--- src/design/ivw_regs.vh ---
`ifndef IVW_REGS_VH
`define IVW_REGS_VH

// Number of vector lines handled, IRQ 10 through IRQ 29
`define IVW_NLINES      20
// IRQ number of line index 0
`define IVW_FIRST_IRQ   8'h0A
// Vector address of line index 0, slots four bytes apart
`define IVW_VEC_BASE    16'h8030
`define IVW_VEC_STEP    16'h0004
// Line indices with special handling
`define IVW_SHARED_IDX  7
`define IVW_TWI_IDX     19
// Lines able to end halt or active-halt: IRQ 10-15, 18, 26, 29
`define IVW_HALT_MASK   20'h9013F
// Lines able to end wait-for-interrupt: all but IRQ 23 and 24
`define IVW_WFI_MASK    20'hF9FFF
// Lines able to end wait-for-event
`define IVW_WFE_MASK    20'hFFFFF
// Reset values
`define IVW_VEC_RST     16'h0000
`define IVW_LINES_RST   20'h00000

`endif

--- src/design/ivw_map.v ---
// Contract
// - A wait-for-event instruction issued in low-power run puts the device in low-power wait.
// - While waiting for an event only previously enabled sources are serviced.
// - After a handler taken from wait-for-event ends, the core goes back to wait-for-event.
// - A source set up as a wakeup event ends wait-for-event and resumes without a handler.
// - The voltage detector request is OR-ed with the port E/F pin request onto one line.
// - A select input chooses whether port E or port F pins feed the shared port line.
// - The two-wire unit wakes halt or active-halt only on a match of its own address.
// - Clock switch, clock security, timer break and converter requests share IRQ 17.
`timescale 1ns/1ns
`default_nettype none
`include "ivw_regs.vh"

module ivw_map #(
	parameter NLINES = `IVW_NLINES
) (
	// Clock and reset
	input  wire              core_clk,
	input  wire              nrst,
	// Peripheral requests, IRQ 10-16 and IRQ 18-29
	input  wire [6:0]        src_lo_irq,
	input  wire [11:0]       src_hi_irq,
	// Sources sharing IRQ 17
	input  wire              clk_switch_irq,
	input  wire              clock_security_monitor_irq,
	input  wire              advanced_timer_break_irq,
	input  wire              dac_irq,
	// Shared port line sources
	input  wire              supply_voltage_detector_irq,
	input  wire              port_e_irq,
	input  wire              port_f_irq,
	input  wire              pin_port_select_ctrl,
	// Two-wire unit own-address match
	input  wire              two_wire_addr_match,
	// Per-line configuration
	input  wire [NLINES-1:0] irq_enable,
	input  wire [NLINES-1:0] event_select,
	// Core mode requests, one-cycle pulses; low_power_run is a level
	input  wire              low_power_run,
	input  wire              wait_for_event_instr,
	input  wire              wait_for_interrupt_instr,
	input  wire              halt_instr,
	input  wire              active_halt_instr,
	input  wire              handler_done,
	// Routed requests
	output reg  [NLINES-1:0] irq_lines_reg,
	output reg               port_line_irq_reg,
	output reg               irq_req_reg,
	output reg  [15:0]       vec_addr_reg,
	// Core wake and mode
	output reg               wake_isr_reg,
	output reg               wake_resume_reg,
	output reg               low_power_wait_reg,
	output reg               sleeping_reg,
	output reg  [2:0]        mode_reg
);

	localparam [2:0] ST_RUN   = 3'b000;
	localparam [2:0] ST_WFE   = 3'b001;
	localparam [2:0] ST_LPW   = 3'b010;
	localparam [2:0] ST_WFI   = 3'b011;
	localparam [2:0] ST_HALT  = 3'b100;
	localparam [2:0] ST_AHALT = 3'b101;
	localparam [2:0] ST_ISR   = 3'b110;

	reg  [2:0]        mode_next;
	reg               lp_ret_reg;
	reg               lp_ret_next;
	reg               wake_isr_next;
	reg               wake_resume_next;
	reg  [NLINES-1:0] wake_mask;
	wire [NLINES-1:0] svc;
	reg  [4:0]        first_idx;
	wire              any_svc;
	wire              sleep_next;
	wire              lpw_next;
	reg  [15:0]       vec_addr_next;
	wire              shared_line;
	wire [NLINES-1:0] lines;
	wire [NLINES-1:0] pending;
	wire [NLINES-1:0] events;
	wire [NLINES-1:0] halt_mask;
	wire              any_event;
	wire              port_line;
	integer           i;
	genvar            k;

	assign shared_line = clk_switch_irq | clock_security_monitor_irq
		| advanced_timer_break_irq | dac_irq;
	// Shared line sits between IRQ 16 and IRQ 18 so slot order follows IRQ order
	assign lines = {src_hi_irq, shared_line, src_lo_irq};
	// Port line has no wake path or vector here; it only drives port_line_irq_reg
	assign port_line = supply_voltage_detector_irq
		| (pin_port_select_ctrl ? port_f_irq : port_e_irq);

	// Event-mode lines never raise a handler
	generate
		for (k = 0; k < NLINES; k = k + 1) begin : g_line
			assign pending[k] = lines[k] & irq_enable[k] & ~event_select[k];
			assign events[k] = lines[k] & event_select[k];
			assign svc[k] = pending[k] & wake_mask[k];
		end
	endgenerate
	assign any_event = |events;
	assign any_svc = |svc;

	// Two-wire line counts for halt only on its own address
	assign halt_mask = `IVW_HALT_MASK
		& ~({{(NLINES-1){1'b0}}, ~two_wire_addr_match} << `IVW_TWI_IDX);

	// Run and handler modes use the full mask so irq_req shows any enabled line
	always @* begin
		case (mode_reg)
			ST_WFI:   wake_mask = `IVW_WFI_MASK;
			ST_HALT:  wake_mask = halt_mask;
			ST_AHALT: wake_mask = halt_mask;
			default:  wake_mask = `IVW_WFE_MASK;
		endcase
	end

	// Lowest line index wins; keeps vector order and priority aligned
	always @* begin
		first_idx = 5'h00;
		for (i = NLINES - 1; i >= 0; i = i - 1) begin
			if (svc[i]) begin
				first_idx = i[4:0];
			end
		end
	end

	// Slot address holds when no line is serviceable
	always @* begin
		vec_addr_next = vec_addr_reg;
		if (any_svc) begin
			vec_addr_next = `IVW_VEC_BASE + {9'h000, first_idx, 2'b00};
		end
	end

	// Mode requests count only in run; event wake beats handler wake
	always @* begin
		mode_next = mode_reg;
		lp_ret_next = lp_ret_reg;
		wake_isr_next = 1'b0;
		wake_resume_next = 1'b0;
		case (mode_reg)
			ST_RUN: begin
				// Priority: wait-for-event, wait-for-interrupt, halt, active-halt
				if (wait_for_event_instr) begin
					mode_next = low_power_run ? ST_LPW : ST_WFE;
				end else if (wait_for_interrupt_instr) begin
					mode_next = ST_WFI;
				end else if (halt_instr) begin
					mode_next = ST_HALT;
				end else if (active_halt_instr) begin
					mode_next = ST_AHALT;
				end
			end
			ST_WFE, ST_LPW: begin
				// Event wake wins: resuming costs no stack
				if (any_event) begin
					wake_resume_next = 1'b1;
					mode_next = ST_RUN;
				end else if (any_svc) begin
					wake_isr_next = 1'b1;
					lp_ret_next = (mode_reg == ST_LPW);
					mode_next = ST_ISR;
				end
			end
			ST_ISR: begin
				// Handler end is honoured only here
				if (handler_done) begin
					mode_next = lp_ret_reg ? ST_LPW : ST_WFE;
				end
			end
			ST_WFI, ST_HALT, ST_AHALT: begin
				// These modes wake straight into run; nothing returns them
				if (any_svc) begin
					wake_isr_next = 1'b1;
					mode_next = ST_RUN;
				end
			end
			default: begin
				mode_next = ST_RUN;
			end
		endcase
	end

	// Handler mode counts as awake although it returns to a wait state
	assign sleep_next = (mode_next != ST_RUN) && (mode_next != ST_ISR);
	assign lpw_next = (mode_next == ST_LPW);

	always @(posedge core_clk or negedge nrst) begin
		if (!nrst) begin
			// Constants only; first edge after release samples normally
			mode_reg <= ST_RUN;
			lp_ret_reg <= 1'b0;
			wake_isr_reg <= 1'b0;
			wake_resume_reg <= 1'b0;
			low_power_wait_reg <= 1'b0;
			sleeping_reg <= 1'b0;
			irq_lines_reg <= `IVW_LINES_RST;
			port_line_irq_reg <= 1'b0;
			irq_req_reg <= 1'b0;
			vec_addr_reg <= `IVW_VEC_RST;
		end else begin
			mode_reg <= mode_next;
			lp_ret_reg <= lp_ret_next;
			wake_isr_reg <= wake_isr_next;
			wake_resume_reg <= wake_resume_next;
			low_power_wait_reg <= lpw_next;
			sleeping_reg <= sleep_next;
			irq_lines_reg <= lines;
			port_line_irq_reg <= port_line;
			irq_req_reg <= any_svc;
			vec_addr_reg <= vec_addr_next;
		end
	end

endmodule

`default_nettype wire

--- config.mk ---
export PLATFORM = sky130hd
export DESIGN_NAME = ivw_map
export DESIGN_NICKNAME = d
export VERILOG_FILES = /design/src/design/ivw_map.v
export VERILOG_INCLUDE_DIRS = /design/src /design/src/design
export SDC_FILE = /design/constraint.sdc
export NUM_CORES = 1
export LEC_CHECK = 0
export BUFFER_PORTS_ARGS = -buffer_cell sky130_fd_sc_hd__buf_4
export CORE_UTILIZATION = 46
export DETAILED_ROUTE_END_ITERATION = 10
export PLACE_DENSITY_LB_ADDON = 0.05
export SETUP_SLACK_MARGIN = 0.5
export SLEW_MARGIN = 0
export SYNTH_ARGS = -nofsm -noshare
export SYNTH_HDL_FRONTEND = slang
export SYNTH_SLANG_ARGS = --single-unit
export TNS_END_PERCENT = 1
--- constraint.sdc ---
create_clock -name core_clk -period 3.15 [get_ports core_clk]
set_input_delay 0.4725 -clock core_clk [delete_from_list [all_inputs] [get_ports core_clk]]
set_output_delay 0.4725 -clock core_clk [all_outputs]
set_load 0.005 [all_outputs]
==> results summary, run 1 <==
The final count of pins violating max slew came out at 0. The global-route wire length before repair came out at 7820 um. Setup repair after global routing left no endpoint under its margin. The number of flip-flops under the largest register name is 20.

The highest achievable clock rate came out at 408 MHz. The capturing element type of the critical path is a flop. The run finished with clean final reports. STA classifies the critical path startpoint as a flop. The post-route setup TNS came out at 0 ns. The final antenna diode count came out at 0. Max-cap violations in this run came to 0.

The total overflow reported by the global router is 0. After clock tree synthesis, the repair step resized 0 gates. The total global routing track utilization came out at 0.234. The die footprint came out at 4510 um2. Of the cells placed in the final design, the portion with a size suffix greater than 1 is 0.419. The worst max-slew margin expressed relative to the limit is 0.645. The sequential cells in the finished layout cover a total of 926 um2. The measured slew at the worst slew-check pin is 0.528 ns. The final critical-path share of the clock period came out at 0.778. TritonCTS built the clock tree. The number of flops mapped to enable cells by yosys came out at 0. Leaving out fill and tap cells, the most frequent cell in the layout is sky130_fd_sc_hd__buf_4. In the final routed layout, each cell accounts on average for 14.3 um. The number of design rule violations left after detail routing came out at 0.

The worst hold-check path type is input pin to async pin. The initial antenna violation count is 0. The count of input and output buffers is 111. The count of fill cells added during filler insertion is 342. The average cell area after synthesis came out at 9.62 um2. The detailed router's first-iteration violation count is 105.

After clock tree synthesis, the clock-pin slew on the worst setup and hold paths is 0.07 ns. The wire-length estimate of the detail-placed layout is 4260 um. Of all nets on the critical path, the largest fanout is 11. The vertical die dimension is 67.2 um. Hold repair after CTS inserted 0 buffers. The H-tree was split into 2 levels. The clock root buffer is sky130_fd_sc_hd__clkbuf_8.

The total number of vias came out at 1961. The largest net degree at the start of global routing came out at 38. The area used by multi-input combinational logic came out at 955 um2. Counting every sink on the clock net gives 37. The clock latency reported for the late side of the worst-skew pair came out at 0.28 ns.

The critical path arrival is 2.61 ns. The final worst-path setup slack came out at 0.699 ns. Counting flops with an async set or reset pin after synthesis yields a share of 1.00. Dividing total power by cell area gives a power density of 477 nW/um2. Timing analysis after detailed placement gives a worst setup slack of 0.445 ns. The detail route stage leaves a number of antenna-violating nets equal to 0. The cell count after synthesis is 203.

The die span in x is 67.2 um. Hold timing on the final database bottoms out at a slack of 0.143 ns. The count of buffers added by post-CTS timing repair for setup is 0. The worst reg-to-reg path cell count is 9. The total power consumption of the routed design is 1.38 mW. The pre-antenna-repair detailed-routing pass consisted of 4 iterations. The sequential-to-total area share from yosys stat came out at 0.474. In the layout the commonest cells are sky130_fd_sc_hd__buf_4 (113), sky130_fd_sc_hd__dfrtp_1 (37), sky130_fd_sc_hd__nand2_1 (29). The largest buffer count on any clock path came out at 2.

The final hold violation count came to 0. The initial utilization of the core area, before any placement, comes to 0.485. The type of the worst setup path is flop to flop. The sum of routed wire length over all layers is 5270 um. The leading register cell type out of synthesis is sky130_fd_sc_hd__dfrtp_1. The number of warnings reported in the yosys synthesis log is 0. The largest voltage drop on the vdd net is 0.208 mV. In this run, synthesis produced a sequential element count of 37. The detailed-route vias per instance is 5.30.

The floorplan step defined a core boundary enclosing 4030 um2. The number of different library cells used by synthesis comes to 57. In this run the cell area of the synthesized design comes to 1950 um2. Subtracting the final worst setup slack from the clock period gives 2.45 ns. In this run the count of I/O pins placed on the die edge is 121. The congestion estimate from routability-driven global placement came to 0.885. Setup violations remaining at the end of the flow were counted as 0. In this run the static leakage power is 1.40 nW.

The layout overhead on the synthesized area is 48.5%. Clock tree synthesis inserted a total of 5 buffers. The critical path data required time is 3.31 ns. The setup skew after layout came out at 0.00433 ns. At the end of the flow, the number of nets in the layout was 396. After floorplanning, the core was divided into 23 placement rows. The via count of the first global-routing pass came out at 1695.
==> power breakdown <==
part | internal, mW | total, mW | switching (mW)
Combinational | 0.252 | 0.474 | 0.221
Clock | 0.153 | 0.315 | 0.162
Sequential | 0.540 | 0.594 | 0.0539
==> synth_stat cells, types with 3 or more instances <==
cell type | instances | area share
sky130_fd_sc_hd__nand2_1 | 29 | 0.056
sky130_fd_sc_hd__dfrtp_1 | 37 | 0.47
sky130_fd_sc_hd__a21oi_1 | 8 | 0.021
sky130_fd_sc_hd__buf_4 | 9 | 0.035
sky130_fd_sc_hd__nor3_1 | 7 | 0.018
sky130_fd_sc_hd__nand3b_1 | 8 | 0.031
sky130_fd_sc_hd__nor2_1 | 19 | 0.037
sky130_fd_sc_hd__inv_1 | 6 | 0.012
sky130_fd_sc_hd__nand4b_1 | 3 | 0.013
sky130_fd_sc_hd__a22oi_1 | 8 | 0.031
sky130_fd_sc_hd__a31oi_1 | 3 | 0.0096
sky130_fd_sc_hd__o21ai_0 | 9 | 0.023
==> critical path: stages, from the launching register on <==
cell and delay, ns:
sky130_fd_sc_hd__dfrtp_1 0.55, sky130_fd_sc_hd__nor2b_2 0.10, sky130_fd_sc_hd__buf_4 0.18, sky130_fd_sc_hd__or3_1 0.40, sky130_fd_sc_hd__and4_1 0.25, sky130_fd_sc_hd__nand4_2 0.17
sky130_fd_sc_hd__nor2_4 0.08, sky130_fd_sc_hd__a221o_1 0.40, sky130_fd_sc_hd__nor2_2 0.13, sky130_fd_sc_hd__mux2i_1 0.07
==> layer usage <==
layer  track usage  share of wire  up-vias
met5             0              0        -
met4        0.0745          0.013        0
met3        0.0743          0.098        8
met2         0.369           0.48       96
met1         0.303           0.41      902
li1              -              -      955
==> logic make-up (layout without fill, tap and decap cells) <==
group / count (synthesis) / in the layout / synth area share
AOI/OAI and AO/OA: 51 / 51 / 0.194
xor gates and xnor gates: 1 / 1 / 0.00449
adders and majority gates: 2 / 2 / 0.0115
buffers and inverters: 20 / 128 / 0.0570
DFF: 37 / 37 / 0.474
muxes: 1 / 1 / 0.00513
other: 1 / 9 / 0.00192
and+or+nand+nor: 90 / 91 / 0.252
==> per-stage QoR <==
step                       util  instance area, um2  std cells
after global placement    0.697                2810        361
after floorplan               -                1980        211
after global routing      0.720                2900        370
final                     0.720                2900        370
after CTS                 0.718                2890        369
after detailed placement  0.697                2810        361
==> worst paths after layout <==
kind                                 startpoint           endpoint  slack (ns)
worst min-delay path                       nrst        mode_reg[1]        0.14
worst max register to register      mode_reg[1]       sleeping_reg        0.70
worst min register to register  vec_addr_reg[5]    vec_addr_reg[5]        0.49
worst max-delay path                mode_reg[1]       sleeping_reg        0.70
max in group asynchronous                  nrst  irq_lines_reg[16]        2.69
min in group core_clk             src_lo_irq[5]   irq_lines_reg[5]        0.31
==> area by class of cell <==
cell class / count / share of cell area
multi-input combinational: 155 / 0.329
sequential: 37 / 0.319
timing repair buffer: 113 / 0.292
clock buffer: 6 / 0.0250
tap: 50 / 0.0216
inverter: 7 / 0.00906
clock inverter: 2 / 0.00345
(Power assumes the default switching activity.)
==> run 2: changes to the inputs <==
--- a/config.mk
+++ b/config.mk
@@ -7,7 +7,7 @@
 export NUM_CORES = 1
 export LEC_CHECK = 0
 export BUFFER_PORTS_ARGS = -buffer_cell sky130_fd_sc_hd__buf_4
-export CORE_UTILIZATION = 46
+export CORE_UTILIZATION = 43
 export DETAILED_ROUTE_END_ITERATION = 10
 export PLACE_DENSITY_LB_ADDON = 0.05
 export SETUP_SLACK_MARGIN = 0.5
==> constraint.sdc (replaced) <==
create_clock -name core_clk -period 2.31 [get_ports core_clk]
set_input_delay 0.3465 -clock core_clk [delete_from_list [all_inputs] [get_ports core_clk]]
set_output_delay 0.3465 -clock core_clk [all_outputs]
set_load 0.005 [all_outputs]
==> run 2 against run 1 <==
- maximum frequency is 11% higher
- critical path depth grew 1
- non-clock buffer count grew 25
- flip-flop and latch count stayed put
- critical path type unchanged
- largest power group is now combinational logic
==> results summary, run 2 (synthesis gave the netlist of run 1 again) <==
The setup skew after layout came out at 0.00440 ns. The path class of the tightest hold or removal check is input pin to async pin. The total overflow left after global routing is 0. The H-tree depth reported by CTS is 2. The maximum fanout along the worst path came out at 6. The share of total power dissipated in sequential elements is 0.379. In this run the count of I/O pins placed on the die edge is 121. Clock-pin slew was measured on the worst setup and hold paths at 0.07 ns. The footprint of the flip-flops and latches came out at 926 um2. The final route contains 2078 vias.

Fill cells in the final layout number 347. Among all stages on the critical path, the largest delay is contributed by sky130_fd_sc_hd__dfrtp_1. The cts-stage hold buffer count is 0.

The library cell used most frequently in the layout, excluding fill and tap cells, is sky130_fd_sc_hd__buf_4. STA puts the critical path data arrival time at 2.42 ns. Summed over all cells, the static leakage comes to 1.54 nW. In this run the power spent charging and discharging nets is 636 uW. The number of flip-flops under the largest register name came out at 20. The vertical die dimension came out at 69.4 um.

Leaving out fill and tap cells, the most frequent cells in the layout are sky130_fd_sc_hd__buf_4 (133), sky130_fd_sc_hd__dfrtp_1 (37), sky130_fd_sc_hd__nand2_1 (29). The layout overhead on the synthesized area is 61.2%. The initial core utilization is 0.449. The floorplan step set the die width to 69.4 um. The wire length per cell came out at 14.4 um. TritonCTS built the clock tree.

For the worst flop-to-flop path, the logic depth is 10. The highest achievable clock rate is 453 MHz. The final antenna diode count came out at 0. The final hold violation count is 0.

No sink is reached through more buffers than the 2 on the longest clock path. The initial antenna violation count was 0. The total CTS buffers is 5. The buffers plus inverters on the worst setup path is 3. The via count of the first global-routing pass is 1965. The residual antenna-violating net count after detailed routing came out at 0. The minimum setup slack after placement came out at -0.152 ns. The power density normalized to cell area came out at 653 nW/um2. The combinational fraction of design power came out at 0.403. The final weighted congestion in routability-driven placement is 0.875. The HPWL reported at the end of detailed placement came out at 4510 um.

The proportion of layout cells with a drive suffix above 1 is 0.469. The count of input and output buffers came out at 111. The startpoint kind of the worst setup timing path is a flop. The time the final worst path needs with I/O delays and setup is 2.21 ns. The clock latency reported for the late side of the worst-skew pair came out at 0.28 ns.

Among cell families on the critical path, the largest total delay comes from simple AND/OR/NAND/NOR gates. The core area is 4350 um2. The critical path goes through nor2b_4, buf_6, nor3_4, buf_6, a211oi_4, nand4_2, nor2_4, inv_2, o311ai_4, mux2i_1. The final worst-path setup slack is 0.101 ns. The tree is rooted in a sky130_fd_sc_hd__clkbuf_8. The first TritonRoute pass finished after 4 iterations. Cell internal power was estimated by the tool at 1.42 mW. The type of the worst setup path is flop to flop. The largest voltage drop on the vdd net is 0.360 mV.

The area of all placed cells without fillers came out at 3150 um2. The multi-input combinational cells in the finished layout cover a total of 987 um2. The critical path data required time came out at 2.52 ns. The net count of the finished layout is 420. The final critical-path share of the clock period came out at 0.956. The share of total power consumed by net switching is 0.309. The detailed router's first-iteration violation count came out at 117.

Of the total power, the clock network draws 0.219. The startpoint identified for the worst register-to-register timing path is mode_reg[1]. The worst hold margin came out at 0.0222 ns. The total global routing track utilization is 0.238.

The count of clock tree sinks is 37. The final count of pins violating max slew was 0. Setup repair after global routing could not meet its margin everywhere. The global-route wire length before repair came out at 9030 um.

The setup violation total in the final timing report is 0. The number of design rule violations left after detail routing is 0. The number of rows created at floorplan is 24. The endpoint of the worst-slack reg-to-reg timing path is sleeping_reg. The sum of routed wire length over all layers is 5690 um. The count of max-cap constraint violations came out at 0. The worst setup path is captured at a flop. The largest net degree at the start of global routing is 38.

The longest individual stage delay on the worst path came out at 0.43 ns. The total power consumption of the routed design came out at 2.06 mW. The instance area at placement came out at 2950 um2.

The cell type with the highest occurrence count on the critical path is sky130_fd_sc_hd__buf_6. The die footprint is 4820 um2. The flow ran to the end, and the final reports show no timing, DRC or antenna violations.

The slack of the worst reg-to-reg path is 0.10 ns. After detailed routing, the number of vias per cell comes to 5.26.
[run 2: changes by cell type in the layout (fill, tap and decap cells not counted), sizes merged]
cell    before  now
buf        113  138
clkbuf       6    7
clkinv       2    0
nor2        22   21
[run 2: how the worst max path moves through the flow]
| stage | start | end | cells after the start |
|---|---|---|---|
| 2_1_floorplan | clock_security_monitor_irq | sleeping_reg | 8 |
| 3_3_place_gp | clock_security_monitor_irq | sleeping_reg | 9 |
| 3_5_place_dp | clock_security_monitor_irq | sleeping_reg | 9 |
| 4_1_cts | mode_reg[2] | sleeping_reg | 9 |
| 5_1_grt | mode_reg[1] | sleeping_reg | 9 |
| 6_report | mode_reg[1] | sleeping_reg | 10 |
[run 2: layout make-up]
type / count / share of cell area
clock buffers: 7 / 0.0274
inverters: 7 / 0.00834
multi-input cells: 154 / 0.313
flip-flops and latches: 37 / 0.294
well taps: 52 / 0.0207
repair buffers: 138 / 0.336
[run 2: stage by stage]
step	utilization	instances	TNS, ns
4_1_cts	0.702	388	0
6_report	0.723	395	0
3_5_place_dp	0.677	381	-0.293
2_1_floorplan	-	211	0
5_1_grt	0.723	395	-0.0388
3_3_place_gp	0.677	381	-0.232
[run 2: power groups by stage]
stage,Sequential [mW],Combinational (mW),Clock (mW)
after CTS,0.776,0.772,0.461
final,0.779,0.828,0.450
after floorplan,0.796,0.347,0
after global routing,0.786,0.903,0.494
after detailed placement,0.785,0.753,0
after global placement,0.782,0.737,0
[run 2: what timing repair did]
| item | in CTS | in global routing |
|---|---|---|
| hold endpoints to repair | 0 | 0 |
| setup buffers | 0 | 7 |
| pin swaps | 5 | 5 |
| resized for setup | 6 | 9 |
| setup endpoints to repair | 14 | 14 |
[run 2: routing by layer]
metal  wire length [um]  track usage  up-vias
li1                   -            -     1002
met1               2420        0.309      970
met2               2830        0.389      100
met3                397       0.0727        6
met4                 42       0.0590        0
met5                  0            0        -
